--- src/acc_pkg.sv ---
/*
 * acc_pkg: constants and carrier types for the counter array control/status block.
 * Assumes a 32-bit APB with word-aligned registers.
 */
package acc_pkg;

    // ************************************************************
    // register map (byte addresses)
    // ************************************************************
    localparam logic [11:0] ACC_CTRL_OFFS     = 12'h0_0d8;
    localparam logic [11:0] ACC_MODE_OFFS     = 12'h0_0dc;
    localparam logic [11:0] ACC_COUNT_OFFS    = 12'h0_0e0;
    localparam logic [11:0] ACC_IRQ_STAT_OFFS = 12'h0_0e4;
    localparam logic [11:0] ACC_IRQ_EN_OFFS   = 12'h0_0e8;
    localparam logic [11:0] ACC_IRQ_CLR_OFFS  = 12'h0_0ec;

    // ************************************************************
    // field positions
    // ************************************************************
    localparam int ACC_OVF_BIT      = 7;
    localparam int ACC_RUN_BIT      = 6;
    localparam int ACC_RSVD_BIT     = 5;
    localparam int ACC_NUM_MODULES  = 5;
    localparam int ACC_OVF_IE_BIT   = 0;
    // interrupt status layout: bits 4..0 module events, bit 5 overflow
    localparam int ACC_IRQ_OVF_BIT  = 5;
    localparam int ACC_IRQ_WIDTH    = 6;

    // ************************************************************
    // reset values
    // ************************************************************
    localparam logic [7:0]  ACC_CTRL_RST  = 8'h00;
    localparam logic [7:0]  ACC_MODE_RST  = 8'h00;
    localparam logic [15:0] ACC_COUNT_RST = 16'h0000;
    localparam logic [5:0]  ACC_IRQ_RST   = 6'h00;

    // ************************************************************
    // carrier types
    // ************************************************************
    typedef struct packed {
        logic [11:0] addr;
        logic        write;
        logic [31:0] wdata;
    } acc_req_type;

    typedef struct packed {
        logic [7:0] high_byte;
        logic [7:0] low_byte;
    } acc_count_type;

endpackage : acc_pkg

--- src/acc_control_status.sv ---
/*
 * acc_control_status: control/status register of the programmable counter array,
 * with the shared 16-bit counter, event flags and interrupt request.
 * Assumes an APB master on pclk, and module match/capture pulses synchronous to pclk.
 */
//
// Behaviour
// - the overflow flag at bit 7 is set when the counter rolls over from its maximum.
// - overflow raises the array interrupt only while the mode overflow enable is one.
// - the overflow flag is set by hardware or a written one, cleared only by a written zero.
// - the counter runs while the run bit at bit 6 is one and stops when it is cleared.
// - module n event flag at bit n is set on its event and stays until software clears it.
// - reserved bit 5 reads as an arbitrary value that nothing may rely on; this block always reads it as zero.
// - the control register sits at 0xd8 and resets with every defined bit zero.
// - the counter is a low byte and a high byte that advances when the low byte overflows.
`timescale 1ns/1ps

module acc_control_status
    import acc_pkg::*;
#(
    parameter int NUM_MODULES = ACC_NUM_MODULES
) (
    // clock and reset
    input  wire logic                   pclk,
    input  wire logic                   presetn,
    input  wire logic                   clk_en,
    // apb slave
    input  wire logic                   psel,
    input  wire logic                   penable,
    input  wire logic                   pwrite,
    input  wire logic [11:0]            paddr,
    input  wire logic [31:0]            pwdata,
    output logic      [31:0]            prdata,
    output logic                        pready,
    output logic                        pslverr,
    // counter array side
    input  wire logic                   count_tick,
    input  wire logic [NUM_MODULES-1:0] module_event,
    output logic      [15:0]            counter_value,
    output logic                        counter_run_bit,
    // interrupts
    output logic                        array_irq,
    output logic                        irq
);

    // ************************************************************
    // state
    // ************************************************************
    acc_count_type          count_ff, nxt_count;
    logic                   ovf_ff, nxt_ovf;
    logic                   run_ff, nxt_run;
    logic [NUM_MODULES-1:0] evt_ff, nxt_evt;
    logic [7:0]             mode_ff, nxt_mode;
    logic [ACC_IRQ_WIDTH-1:0] stat_ff, nxt_stat;
    logic [ACC_IRQ_WIDTH-1:0] ien_ff, nxt_ien;
    logic [31:0]            rdata_ff, nxt_rdata;
    logic                   err_ff, nxt_err;

    acc_req_type req;
    logic        setup;
    logic        wr;
    logic        rollover;
    logic        low_wrap;
    logic [ACC_IRQ_WIDTH-1:0] irq_events;

    // exact address match, used for both read and write decode
    function automatic logic hit(input logic [11:0] a, input logic [11:0] offs);
        hit = (a == offs);
    endfunction

    assign req      = '{addr: paddr, write: pwrite, wdata: pwdata};
    // answer in the access cycle: no wait states
    assign setup    = psel & ~penable;
    assign wr       = psel & penable & req.write & clk_en;
    assign pready   = 1'b1;
    assign pslverr  = err_ff & psel & penable;
    assign prdata   = rdata_ff;

    assign low_wrap = (count_ff.low_byte == 8'hff);
    assign rollover = run_ff & count_tick & low_wrap & (count_ff.high_byte == 8'hff);

    assign irq_events = {rollover, module_event};

    // ************************************************************
    // next state
    // ************************************************************
    always_comb begin
        nxt_count = count_ff;
        nxt_ovf   = ovf_ff;
        nxt_run   = run_ff;
        nxt_evt   = evt_ff;
        nxt_mode  = mode_ff;
        nxt_stat  = stat_ff;
        nxt_ien   = ien_ff;
        nxt_rdata = rdata_ff;
        nxt_err   = err_ff;

        if (run_ff && count_tick) begin
            nxt_count.low_byte = count_ff.low_byte + 8'h01;
            if (low_wrap) begin
                nxt_count.high_byte = count_ff.high_byte + 8'h01;
            end
        end

        if (wr) begin
            if (hit(req.addr, ACC_CTRL_OFFS)) begin
                nxt_ovf = req.wdata[ACC_OVF_BIT];
                nxt_run = req.wdata[ACC_RUN_BIT];
                nxt_evt = req.wdata[NUM_MODULES-1:0];
            end else if (hit(req.addr, ACC_MODE_OFFS)) begin
                nxt_mode = req.wdata[7:0];
            end else if (hit(req.addr, ACC_COUNT_OFFS)) begin
                nxt_count = req.wdata[15:0];
            end else if (hit(req.addr, ACC_IRQ_EN_OFFS)) begin
                nxt_ien = req.wdata[ACC_IRQ_WIDTH-1:0];
            end else if (hit(req.addr, ACC_IRQ_CLR_OFFS)) begin
                nxt_stat = stat_ff & ~req.wdata[ACC_IRQ_WIDTH-1:0];
            end
        end

        // hardware set wins over a same-cycle software clear
        // overflow set
        if (rollover) begin
            nxt_ovf = 1'b1;
        end
        nxt_evt  = nxt_evt | module_event;
        nxt_stat = nxt_stat | irq_events;

        if (setup) begin
            nxt_err   = 1'b0;
            nxt_rdata = 32'h0000_0000;
            if (hit(req.addr, ACC_CTRL_OFFS)) begin
                nxt_rdata[ACC_OVF_BIT]         = ovf_ff;
                nxt_rdata[ACC_RUN_BIT]         = run_ff;
                nxt_rdata[ACC_RSVD_BIT]        = 1'b0;
                nxt_rdata[NUM_MODULES-1:0]     = evt_ff;
            end else if (hit(req.addr, ACC_MODE_OFFS)) begin
                nxt_rdata[7:0] = mode_ff;
            end else if (hit(req.addr, ACC_COUNT_OFFS)) begin
                nxt_rdata[15:0] = count_ff;
            end else if (hit(req.addr, ACC_IRQ_STAT_OFFS)) begin
                nxt_rdata[ACC_IRQ_WIDTH-1:0] = stat_ff;
            end else if (hit(req.addr, ACC_IRQ_EN_OFFS)) begin
                nxt_rdata[ACC_IRQ_WIDTH-1:0] = ien_ff;
            end else if (hit(req.addr, ACC_IRQ_CLR_OFFS)) begin
                nxt_rdata = 32'h0000_0000;
            end else begin
                // unmapped address answers with an error
                nxt_err = 1'b1;
            end
        end
    end

    // ************************************************************
    // registers
    // ************************************************************
    // all defined bits reset to zero
    always_ff @(posedge pclk or negedge presetn) begin
        if (!presetn) begin
            count_ff <= ACC_COUNT_RST;
            ovf_ff   <= ACC_CTRL_RST[ACC_OVF_BIT];
            run_ff   <= ACC_CTRL_RST[ACC_RUN_BIT];
            evt_ff   <= ACC_CTRL_RST[NUM_MODULES-1:0];
            mode_ff  <= ACC_MODE_RST;
            stat_ff  <= ACC_IRQ_RST;
            ien_ff   <= ACC_IRQ_RST;
            rdata_ff <= 32'h0000_0000;
            err_ff   <= 1'b0;
        end else if (clk_en) begin
            count_ff <= nxt_count;
            ovf_ff   <= nxt_ovf;
            run_ff   <= nxt_run;
            evt_ff   <= nxt_evt;
            mode_ff  <= nxt_mode;
            stat_ff  <= nxt_stat;
            ien_ff   <= nxt_ien;
            rdata_ff <= nxt_rdata;
            err_ff   <= nxt_err;
        end
    end

    // ************************************************************
    // outputs
    // ************************************************************
    assign counter_value   = count_ff;
    assign counter_run_bit = run_ff;
    assign array_irq = ovf_ff & mode_ff[ACC_OVF_IE_BIT];
    assign irq       = |(stat_ff & ien_ff);

endmodule // acc_control_status

--- config.mk ---
export PLATFORM = sky130hd
export DESIGN_NAME = acc_control_status
export DESIGN_NICKNAME = d
export VERILOG_FILES = /design/src/acc_pkg.sv /design/src/acc_control_status.sv
export SDC_FILE = /design/constraint.sdc
export NUM_CORES = 1
export LEC_CHECK = 0
export BUFFER_PORTS_ARGS = -buffer_cell sky130_fd_sc_hd__buf_4
export CAP_MARGIN = 20
export CORE_MARGIN = 3
export CORE_UTILIZATION = 51
export CTS_CLUSTER_SIZE = 20
export DETAILED_ROUTE_END_ITERATION = 7
export PLACE_DENSITY = 0.8
export SETUP_SLACK_MARGIN = 0.2
export SYNTH_ARGS = -nofsm -noshare
export SYNTH_HDL_FRONTEND = slang
export SYNTH_SLANG_ARGS = --single-unit
--- constraint.sdc ---
create_clock -name pclk -period 2.1 [get_ports pclk]
set_input_delay 0.42 -clock pclk [delete_from_list [all_inputs] [get_ports pclk]]
set_output_delay 0.42 -clock pclk [all_outputs]
set_load 0.1 [all_outputs]
Word-level counts from Yosys, hierarchy flattened
Cells that the tools add are included.
{"block": "totals", "out_inout_bits": 53, "inputBits": 56, "word_cells": 78, "ff_bits": 76}
{"block": "op_classes", "n_reduce_logical": 9, "bitwise": 19, "eq_ne": 8, "addsub": 2, "muxes": 30}
{"operator": "$mux 16", "n": 6}
{"operator": "$eq 12x8->1 const B", "n": 6}
{"operator": "$mux 6", "n": 8}
{"operator": "$mux 8", "n": 4}
{"operator": "$mux 24", "n": 1}
{"operator": "$add 8x1->8 const B", "n": 2}
{"operator": "$eq 8x8->1 const B", "n": 2}
{"operator": "$and 6x6->6", "n": 2}
{"operator": "$and 1x1->1", "n": 10}
{"operator": "$mux 5", "n": 2}
{"operator": "$mux 1", "n": 9}
{"operator": "$not 6->6", "n": 1}
{"operator": "$or 6x6->6", "n": 1}
{"operator": "$reduce_and 3->1", "n": 2}
{"operator": "$reduce_and 6->1", "n": 1}
{"operator": "$reduce_or 6->1", "n": 1}
{"operator": "$or 5x5->5", "n": 1}
{"operator": "$not 1->1", "n": 4}
{"operator": "$reduce_and 4->1", "n": 1}
{"operator": "$reduce_bool 2->1", "n": 2}
{"operator": "$reduce_and 2->1", "n": 1}
{"operator": "$logic_and 1x1->1", "n": 1}

Longest topological paths before layout
Gate-level depths: netlist of run 1.
{"block": "logic_depth", "ltp_word": 9, "depth_mapped": 7, "depth_no_buf": 6}

Worst setup path before layout of run 1
OpenSTA, ideal clock, no wires.
{"block": "synth_timing", "path_type": "reg2reg", "start": "reg count_ff, in the netlist counter_value[0]", "end": "reg count_ff, in the netlist counter_value[14]", "setup_time_ps": 83, "required_time_ps": 2017, "t_arrival_ps": 2473, "n_path_buf": 0, "synth_period_minus_slack_ps": 2556, "path_stages_with_launch": 7, "setup_slack_ps": -456, "cell_sequence": "dfrtp_1 > ha_1 > and3_1 > nand3_1 > or4_1 > xor2_1 > o21ai_0"}
{"block": "synth_between", "elab_chain_len": 7}
{"element": "start: declaration", "line": "acc_control_status.sv:49", "text": "acc_count_type count_ff, nxt_count;"}
{"element": "start signal: assignment", "line": "acc_control_status.sv:170", "text": "count_ff <= nxt_count;"}
{"element": "$eq 8x8->1 (*)", "line": "acc_control_status.sv:79", "text": "assign low_wrap = (count_ff.low_byte == 8'hff);"}
{"element": "$mux 8 (*)", "line": "acc_control_status.sv:100", "text": "if (low_wrap) begin"}
{"element": "$mux 16 (*)", "line": "acc_control_status.sv:98", "text": "if (run_ff && count_tick) begin"}
{"element": "$mux 16", "line": "acc_control_status.sv:112", "text": "end else if (hit(req.addr, ACC_COUNT_OFFS)) begin"}
{"element": "$mux 16", "line": "acc_control_status.sv:110", "text": "end else if (hit(req.addr, ACC_MODE_OFFS)) begin"}
{"element": "$mux 16", "line": "acc_control_status.sv:106", "text": "if (hit(req.addr, ACC_CTRL_OFFS)) begin"}
{"element": "$mux 16 (*)", "line": "acc_control_status.sv:105", "text": "if (wr) begin"}
Mark *: on every way between the ends. The rest lies on a longest branch, timed or not.
A chain may end at the register's enable or synchronous reset.

Worst setup path after layout of run 1
Ends and elaborated chain as after synthesis.

==> impl_metrics.py, run 1 <==
metrics = {
    "status": {
        "status": "complete, no violations",
    },
    "drt": {
        "met3WireLength_um": 728,
        "wl_per_cell_um": 17.6,
        "highest_layer": "met4",
        "vias": 3049,
        "drt-met1-wl_um": 3880,
        "drcViolationCount": 0,
        "avgViaCountPerCell": 5.94,
        "firstDrtPassIters": 5,
        "met2_wirelength_um": 4250,
        "initialDrtViolationCount": 327,
        "totalWireLength_um": 9010,
        "ant_nets": 0,
    },
    "power": {
        "max-vdd-ir-drop_uv": 565,
        "power.density_nw_per_um2": 644,
        "total_power_mw": 2.70,
        "total_leakage_power_nw": 1.94,
    },
    "placed_design": {
        "routabilityCongestion": 0.851,
        "hpwl_um": 6590,
        "port_buffers": 75,
    },
    "yosys": {
        "synth_top_cell_area_share": 0.461,
        "synthCells": 342,
        "synth_warnings": 0,
        "ys_types": 45,
        "syn_area_per_cell_um2": 9.52,
        "netlist_area_um2": 3260,
        "synth-seq-area-share": 0.461,
        "synth_area_leaders": "dfrtp_1, a21oi_1, mux2_2",
        "ys_ff_latch": 60,
        "yosysTopAreaCell": "dfrtp_1",
    },
    "sta": {
        "hold_viol": 0,
        "finalMaxSlewViolations": 0,
        "worst_slew_pin_slew_ns": 0.769,
        "fmax_ghz": 0.559,
        "fin_crit_sh": 0.852,
        "rsz0062_at_grt": "false",
        "layout_min_cycle_time_ns": 1.79,
        "relSlewSlack": 0.487,
        "finalSetupTns_ns": 0,
        "setup_viol": 0,
        "finClkSkew_ns": 0.00591,
    },
    "clock_network": {
        "h-tree-depth": 3,
        "clk_latency_ns": 0.34,
        "holdBufCountCts": 0,
        "cts.sinks": 60,
        "clk_pin_slew_ns": 0.07,
        "cts_buffers": 9,
        "cts_tree": "built",
        "root_buffer": "clkbuf_8",
        "clockBufferDepth": 2,
        "cts_resized": 0,
        "postCtsSetupBuffers": 0,
    },
    "worst_setup_path": {
        "crit_path_max_fanout": 6,
        "critPathKind": "reg -> reg",
        "worstPathArrival_ns": 2.05,
        "cp_num_buf_inv": 0,
        "critPathRequiredTime_ns": 2.36,
        "max_stage_delay_ns": 0.53,
        "cp_slowest_cell": "or4_4",
        "worst_setup_path_end_kind": "register",
        "critPathTopFamily": "simple AND/OR/NAND/NOR gates",
        "start_kind": "register",
        "crit_chain": "ha_4 -> and3_4 -> nand3_2 -> or4_4 -> xor2_1 -> o21ai_1",
    },
    "floorplanning": {
        "die-area_um2": 7380,
        "core_um2": 6060,
        "die_h_um": 85.9,
        "std_cell_rows": 28,
        "io_pins": 109,
        "start_util": 0.537,
        "die_w_um": 85.9,
    },
    "grt": {
        "grt_pass1_wl_um": 15000,
        "track_usage": 0.258,
        "antenna_found_initial": 0,
        "overflow": 0,
        "grt_max_degree": 61,
        "grt_pass1_vias": 2893,
    },
    "layout": {
        "area_growth_pct": 28.6,
        "seq_area_um2": 1530,
        "multi_input_area_um2": 1640,
        "diodes": 0,
        "final_layout_size_suffix_gt1_frac": 0.352,
        "fill_cells": 487,
        "final_net_count": 491,
    },
    "job": {
        "maxCapViolCount": 0,
    },
    "hold_path": {
        "hp-class": "in -> async",
    },
}
## synth_stat cells, drive strengths merged
cell type and count:
and3 5, nor3b 1, nor4 2, o31ai 1
o22ai 12, nor4b 3, nand2b 8, a2bb2oi 2
nor3 7, o21ai 28, dfrtp 60, xor2 2
nand3 11, nand4 6, nand3b 2, or4b 1
or3 3, nand2 36, ha 2, a21oi 35
buf 18, mux2 14, o21a 1, inv 5
nor2 20, a21o 1, nor2b 4, clkbuf 12
and2 3, a311oi 4, o211ai 5, a22oi 3
and4 2, a22o 13, mux2i 2, o311ai 2
conb 2, or4 3, a211oi 1
## per-stage QoR
step / setup WS (ns) / cell area (µm²) / hold slack, ns / util / instances
after floorplan: 0.154 / 3370 / 0.124 / - / 357
after global placement: 0.104 / 4000 / 0.456 / 0.659 / 497
after detailed placement: 0.0953 / 4000 / 0.467 / 0.659 / 497
after CTS: 0.320 / 4190 / 0.178 / 0.691 / 513
after global routing: 0.238 / 4190 / 0.212 / 0.691 / 513
final: 0.311 / 4190 / 0.145 / 0.691 / 513
## cells in the final DEF (no fill, tap or decap), types with 12 or more instances in the layout
cell type,Yosys,routed
nor2_1,20,20
conb_1,2,17
buf_4,17,95
nand2_1,36,36
mux2_2,14,14
dfrtp_1,60,45
a22o_1,13,13
o21ai_0,22,21
o22ai_1,12,12
a21oi_1,35,35
## kinds of logic after synthesis
group,share of synthesized area
DFF,0.461
buffers and inverters,0.0603
other,0.00231
AOI/OAI and AO/OA,0.204
xor gates and xnor gates,0.00538
adders and majority gates,0.00769
muxes,0.0546
and+or+nand+nor,0.204
## power breakdown
group          internal (mW)  switching [mW]
logic                  0.109           0.384
clock network          0.541           0.479
registers               1.17          0.0106
total                   1.82           0.874
## registers in the layout, summed over array words and instances, names as in the netlist
name             flops
prdata              16
err_ff               1
evt_ff               5
ovf_ff               1
ien_ff               6
stat_ff              6
counter_run_bit      1
counter_value       16
mode_ff              8
## per-layer routing
layer	vias to the layer above	global-route usage
met3	17	0.0413
met5	-	0
met4	0	0.0849
met2	170	0.390
li1	1408	-
met1	1454	0.379
## final cells by class
class / count / area share
clock inverter: 7 / 0.0161
clock buffer: 9 / 0.0296
timing repair buffer: 95 / 0.170
tap: 75 / 0.0224
inverter: 5 / 0.00448
sequential: 60 / 0.365
multi-input combinational: 262 / 0.392
## worst paths after layout
path / from / to / depth (start not counted) / slack [ns]
min: presetn / counter_value[9]$_DFFE_PN0P_ / 1 / 0.14
max in group asynchronous: presetn / counter_value[2]$_DFFE_PN0P_ / 1 / 1.37
min in group pclk: pwdata[14] / counter_value[14]$_DFFE_PN0P_ / 3 / 0.30
max reg2reg: counter_value[0]$_DFFE_PN0P_ / counter_value[14]$_DFFE_PN0P_ / 6 / 0.31
min reg2reg: err_ff$_DFFE_PN0P_ / err_ff$_DFFE_PN0P_ / 2 / 0.47
max: counter_value[0]$_DFFE_PN0P_ / counter_value[14]$_DFFE_PN0P_ / 6 / 0.31
Note: power is estimated with default switching activity, not from simulation.
==> run 2: changes to the inputs <==
CORE_UTILIZATION = 46   (was 51)
PLACE_DENSITY = 0.76   (was 0.8)
clock period = 1.5 ns   (was 2.1 ns; I/O delays follow)
==> run 2 against run 1 <==
Net effect:
- the flow now finishes with violations (setup timing)
- clock power is 70% higher
- routed wire length is 76% higher
- non-clock buffer count is 93 higher
- die area is 10% higher
- highest routed layer unchanged
- final cell count is 22% higher
- total power is 62% higher
- setup slack worse by 0.55 ns
- via count is 34% higher
==> impl_metrics.py, run 2 (synthesized netlist as in run 1, its figures left out) <==
metrics = {
    "worst_setup_path": {
        "startpoint": "counter_value[1]$_DFFE_PN0P_",
        "worst-path-stages": 6,
        "worst_setup_path_end_kind": "register",
        "worstReg2RegStart": "counter_value[1]$_DFFE_PN0P_",
        "worstPathArrival_ns": 2.02,
        "critical_path.endpoint": "ovf_ff$_DFFE_PN0P_",
        "crit_chain": "ha_4 -> and3_4 -> nand3_4 -> or4_4 -> buf_4 -> o21ai_1",
        "r2r_end": "ovf_ff$_DFFE_PN0P_",
        "cp_num_buf_inv": 1,
        "critPathTopFamily": "simple AND/OR/NAND/NOR gates",
        "max_stage_delay_ns": 0.51,
        "critPathKind": "reg -> reg",
        "start_kind": "register",
        "reg2reg_slack_ns": -0.24,
        "ff2ff_path_depth": 6,
        "critPathRequiredTime_ns": 1.78,
        "crit_path_max_fanout": 3,
        "cp_slowest_cell": "or4_4",
    },
    "drt": {
        "totalWireLength_um": 15800,
        "initialDrtViolationCount": 475,
        "wl_per_cell_um": 25.2,
        "avgViaCountPerCell": 6.50,
        "drcViolationCount": 0,
        "ant_nets": 0,
        "vias": 4073,
        "firstDrtPassIters": 5,
    },
    "placed_design": {
        "dp.cells": 562,
        "hpwl_um": 7580,
        "routabilityCongestion": 0.854,
        "port_buffers": 75,
    },
    "clock_network": {
        "clockBufferDepth": 2,
        "h-tree-depth": 3,
        "root_buffer": "clkbuf_8",
        "cts_tree": "built",
        "cts_buffers": 9,
        "clk_latency_ns": 0.35,
        "clk_pin_slew_ns": 0.09,
        "cts.sinks": 60,
    },
    "layout": {
        "final_common_cell": "buf_4",
        "area_growth_pct": 83.5,
        "stdcell_count": 627,
        "final_net_count": 584,
        "final_layout_size_suffix_gt1_frac": 0.574,
        "diodes": 0,
        "mostFrequentLayoutCells": "buf_4, buf_6, dfrtp_1, buf_12, nand2_1",
        "fill_cells": 307,
    },
    "floorplanning": {
        "io_pins": 109,
        "die-area_um2": 8120,
        "die_h_um": 90.1,
        "die_w_um": 90.1,
        "std_cell_rows": 30,
        "start_util": 0.477,
        "core_um2": 6830,
    },
    "power": {
        "max-vdd-ir-drop_uv": 558,
        "total_power_mw": 4.37,
        "total_leakage_power_nw": 2.71,
        "power.density_nw_per_um2": 732,
    },
    "sta": {
        "worst_slew_pin_slew_ns": 0.585,
        "relSlewSlack": 0.606,
        "finalSetupTns_ns": -1.97,
        "finalMaxSlewViolations": 0,
        "fmax_ghz": 0.574,
        "setup_viol": 22,
        "fin_crit_sh": 1.16,
        "final.setup.worst_slack_ns": -0.243,
        "hold_viol": 0,
        "rsz0062_at_grt": "true",
        "finClkSkew_ns": 0.0161,
        "worst_hold_slack_ns": 0.181,
        "layout_min_cycle_time_ns": 1.74,
    },
    "hold_path": {
        "hp-class": "in -> reg",
    },
    "grt": {
        "overflow": 0,
        "grt_pass1_vias": 3759,
        "grt_pass1_wl_um": 20400,
        "grt_max_degree": 27,
        "antenna_found_initial": 0,
        "track_usage": 0.320,
    },
    "status": {
        "violations": "setup timing",
        "status": "finished with violations",
    },
    "job": {
        "maxCapViolCount": 0,
    },
}
[run 2: changes by cell type in the layout (fill, tap and decap cells not counted), sizes merged]
cell and change:
clkinvlp -3, clkbuf +3, bufinv +1, dlygate4sd3 +1, buf +91
[run 2: layout make-up]
type / instances / area [µm²] / area share
Clock buffer: 11 / 141 / 0.0237
Sequential cell: 60 / 1540 / 0.257
Tap cell: 96 / 120 / 0.0201
Clock inverter: 5 / 75.1 / 0.0126
Inverter: 5 / 18.8 / 0.00314
Timing Repair Buffer: 188 / 2010 / 0.337
Multi-Input combinational cell: 262 / 2070 / 0.347
[run 2: per-stage QoR]
| step | worst slack [ns] | instance area, µm² | utilization |
|---|---|---|---|
| final | -0.243 | 5970 | 0.874 |
| after global routing | -0.261 | 5970 | 0.874 |
| after CTS | -0.183 | 5510 | 0.806 |
| after detailed placement | -0.370 | 4530 | 0.663 |
| after global placement | -0.339 | 4530 | 0.663 |
| after floorplan | -0.446 | 3520 | - |
[run 2: report_power, final]
part           leakage, nW  internal [mW]  switching, mW
Clock                0.113          0.975          0.759
Combinational         1.86          0.324          0.640
Sequential           0.738           1.64         0.0335
Total                 2.71           2.94           1.43
[run 2: worst register-to-register path: stages, from the launching register on]
cell	delay, ns
dfrtp_4	0.44
ha_4	0.14
and3_4	0.21
nand3_4	0.08
or4_4	0.51
buf_4	0.16
o21ai_1	0.14
[run 2: worst min-delay path by stage]
stage / startpoint / endpoint / slack [ns] / cells past startpoint
2_1_floorplan: presetn / counter_value[10]$_DFFE_PN0P_ / 0.004 / 0
3_3_place_gp: presetn / prdata[12]$_DFFE_PN0P_ / 0.22 / 1
3_5_place_dp: presetn / prdata[12]$_DFFE_PN0P_ / 0.23 / 1
4_1_cts: pwdata[14] / counter_value[14]$_DFFE_PN0P_ / 0.16 / 3
5_1_grt: pwdata[14] / counter_value[14]$_DFFE_PN0P_ / 0.18 / 3
6_report: pwdata[14] / counter_value[14]$_DFFE_PN0P_ / 0.18 / 3
[run 2: repair_timing]
action / in CTS / in global routing
hold buffers: 1 / 0
endpoints found under the hold margin: 23 / 0
setup endpoints to repair: 86 / 89
cloned: 1 / 1
buffers inserted: 24 / 22
pin swaps: 36 / 39
gates resized for setup: 141 / 68
[run 2: metal layers]
layer	up-vias	wire (µm)	global-route usage
met4	0	999	0.156
met1	1980	5470	0.395
met3	108	1610	0.0636
li1	1601	-	-
met5	-	0	0
met2	384	7730	0.535
==> run 3: changes to the inputs <==
REMOVE_ABC_BUFFERS = 1   (was unset)
==> run 3 against run 2 <==
Net effect:
- flip-flop and latch count unchanged
- register-to-register slack worse by 0.02 ns
- the run still ends with setup timing left
- utilization down 3.9 points
==> impl_metrics.py, run 3 (synthesized netlist as in run 1, its figures left out) <==
metrics = {
    "clock_network": {
        "root_buffer": "clkbuf_8",
        "h-tree-depth": 3,
        "cts.sinks": 60,
        "cts_tree": "built",
        "clk_latency_ns": 0.34,
        "cts_buffers": 9,
        "clk_pin_slew_ns": 0.07,
        "clockBufferDepth": 2,
    },
    "layout": {
        "stdcell_count": 619,
        "postLayoutCoreUtil": 0.836,
        "area_growth_pct": 75.4,
        "final_common_cell": "buf_4",
        "final_layout_size_suffix_gt1_frac": 0.553,
        "final_net_count": 577,
        "mostFrequentLayoutCells": "buf_4, dfrtp_1, buf_6, a21oi_1, nand2_1",
        "diodes": 0,
    },
    "placed_design": {
        "dp.cells": 565,
        "routabilityCongestion": 0.885,
        "hpwl_um": 7340,
        "port_buffers": 75,
        "pre_cts_ws_ns": -0.420,
    },
    "drt": {
        "wl_per_cell_um": 21.9,
        "avgViaCountPerCell": 6.22,
        "drcViolationCount": 0,
        "ant_nets": 0,
        "totalWireLength_um": 13600,
        "firstDrtPassIters": 7,
        "initialDrtViolationCount": 592,
        "vias": 3852,
    },
    "worst_setup_path": {
        "crit_path_max_fanout": 2,
        "r2r_end": "counter_value[14]$_DFFE_PN0P_",
        "worst_setup_path_end_kind": "register",
        "worstPathArrival_ns": 1.98,
        "reg2reg_slack_ns": -0.26,
        "worstReg2RegStart": "counter_value[1]$_DFFE_PN0P_",
        "ff2ff_path_depth": 6,
        "critPathRequiredTime_ns": 1.72,
        "start_kind": "register",
        "critPathKind": "reg -> reg",
    },
    "hold_path": {
        "hold_depth": 2,
        "holdPathEnd": "stat_ff[0]$_DFFE_PN0P_",
        "hp-start": "module_event[0]",
        "hp-class": "in -> reg",
    },
    "sta": {
        "hold_viol": 0,
        "layout_min_cycle_time_ns": 1.76,
        "finClkSkew_ns": 0.00829,
        "finalMaxSlewViolations": 0,
        "final.setup.worst_slack_ns": -0.263,
        "setup_viol": 31,
        "rsz0062_at_grt": "true",
        "fin_crit_sh": 1.18,
        "fmax_ghz": 0.567,
    },
    "floorplanning": {
        "start_util": 0.477,
        "std_cell_rows": 30,
        "io_pins": 109,
        "die_w_um": 90.1,
        "core_um2": 6830,
        "die-area_um2": 8120,
        "die_h_um": 90.1,
    },
    "grt": {
        "antenna_found_initial": 0,
        "grt_max_degree": 34,
        "overflow": 0,
        "grt_pass1_vias": 3581,
        "track_usage": 0.290,
        "grt_pass1_wl_um": 18700,
    },
    "status": {
        "violations": "setup timing",
        "status": "finished with violations",
    },
    "power": {
        "max-vdd-ir-drop_uv": 617,
        "power.density_nw_per_um2": 656,
        "total_leakage_power_nw": 2.63,
    },
    "job": {
        "maxCapViolCount": 0,
    },
}
[run 3: through the flow]
step	area, µm²	power [mW]	hold WS (ns)	TNS (ns)
2_1_floorplan	3130	2.13	0.00441	-16.42
3_3_place_gp	4330	2.41	0.168	-15.29
3_5_place_dp	4330	2.42	0.172	-17.60
4_1_cts	5350	3.67	0.182	-0.659
6_report	5710	3.75	0.206	-2.23
5_1_grt	5710	3.85	0.213	-3.90
[run 3: cell type report]
| class | count | area (µm²) |
|---|---|---|
| multi-input cells | 262 | 2060 |
| repair buffers | 181 | 1850 |
| flip-flops and latches | 60 | 1500 |
| fillers | 352 | 1120 |
| clock buffers | 12 | 135 |
| well taps | 96 | 120 |
| inverters | 5 | 18.8 |
| clock inverters | 3 | 15.0 |
[run 3: critical path, cell delays in order (launching register included)]
cell and delay, ns:
dfrtp_1 0.37, ha_2 0.19, and3_4 0.19, nand3_4 0.06, or4_4 0.54, xor2_1 0.18
o21ai_1 0.10
[run 3: how the worst max path moves through the flow]
stage                                       from                            end  depth (start not counted)
detailed placement                      paddr[9]             ovf_ff$_DFFE_PN0P_                          6
global route        counter_value[1]$_DFFE_PN0P_  counter_value[13]$_DFFE_PN0P_                          8
CTS                 counter_value[1]$_DFFE_PN0P_  counter_value[14]$_DFFE_PN0P_                          6
finish              counter_value[1]$_DFFE_PN0P_  counter_value[14]$_DFFE_PN0P_                          6
global placement                        paddr[8]             ovf_ff$_DFFE_PN0P_                          6
floorplan           counter_value[0]$_DFFE_PN0P_  counter_value[14]$_DFFE_PN0P_                          6
[run 3: timing repair]
action | CTS | global route
hold buffers | 1 | 0
endpoints found under the hold margin | 12 | 0
endpoints found under the setup margin | 80 | 90
buffers inserted | 18 | 19
pin swaps | 59 | 27
cloned | 1 | 0
gates resized for setup | 181 | 53
[run 3: routing by layer]
| layer | share of wire | vias up | track usage |
|---|---|---|---|
| met5 | 0 | - | 0 |
| met4 | 0.055 | 0 | 0.106 |
| met3 | 0.097 | 81 | 0.0603 |
| met2 | 0.48 | 315 | 0.479 |
| met1 | 0.37 | 1877 | 0.376 |
| li1 | - | 1579 | - |
[run 3: power breakdown]
group          internal, mW  switching, mW  total (mW)
clock network         0.584          0.655        1.24
registers              1.64         0.0267        1.67
logic                 0.242          0.596       0.838
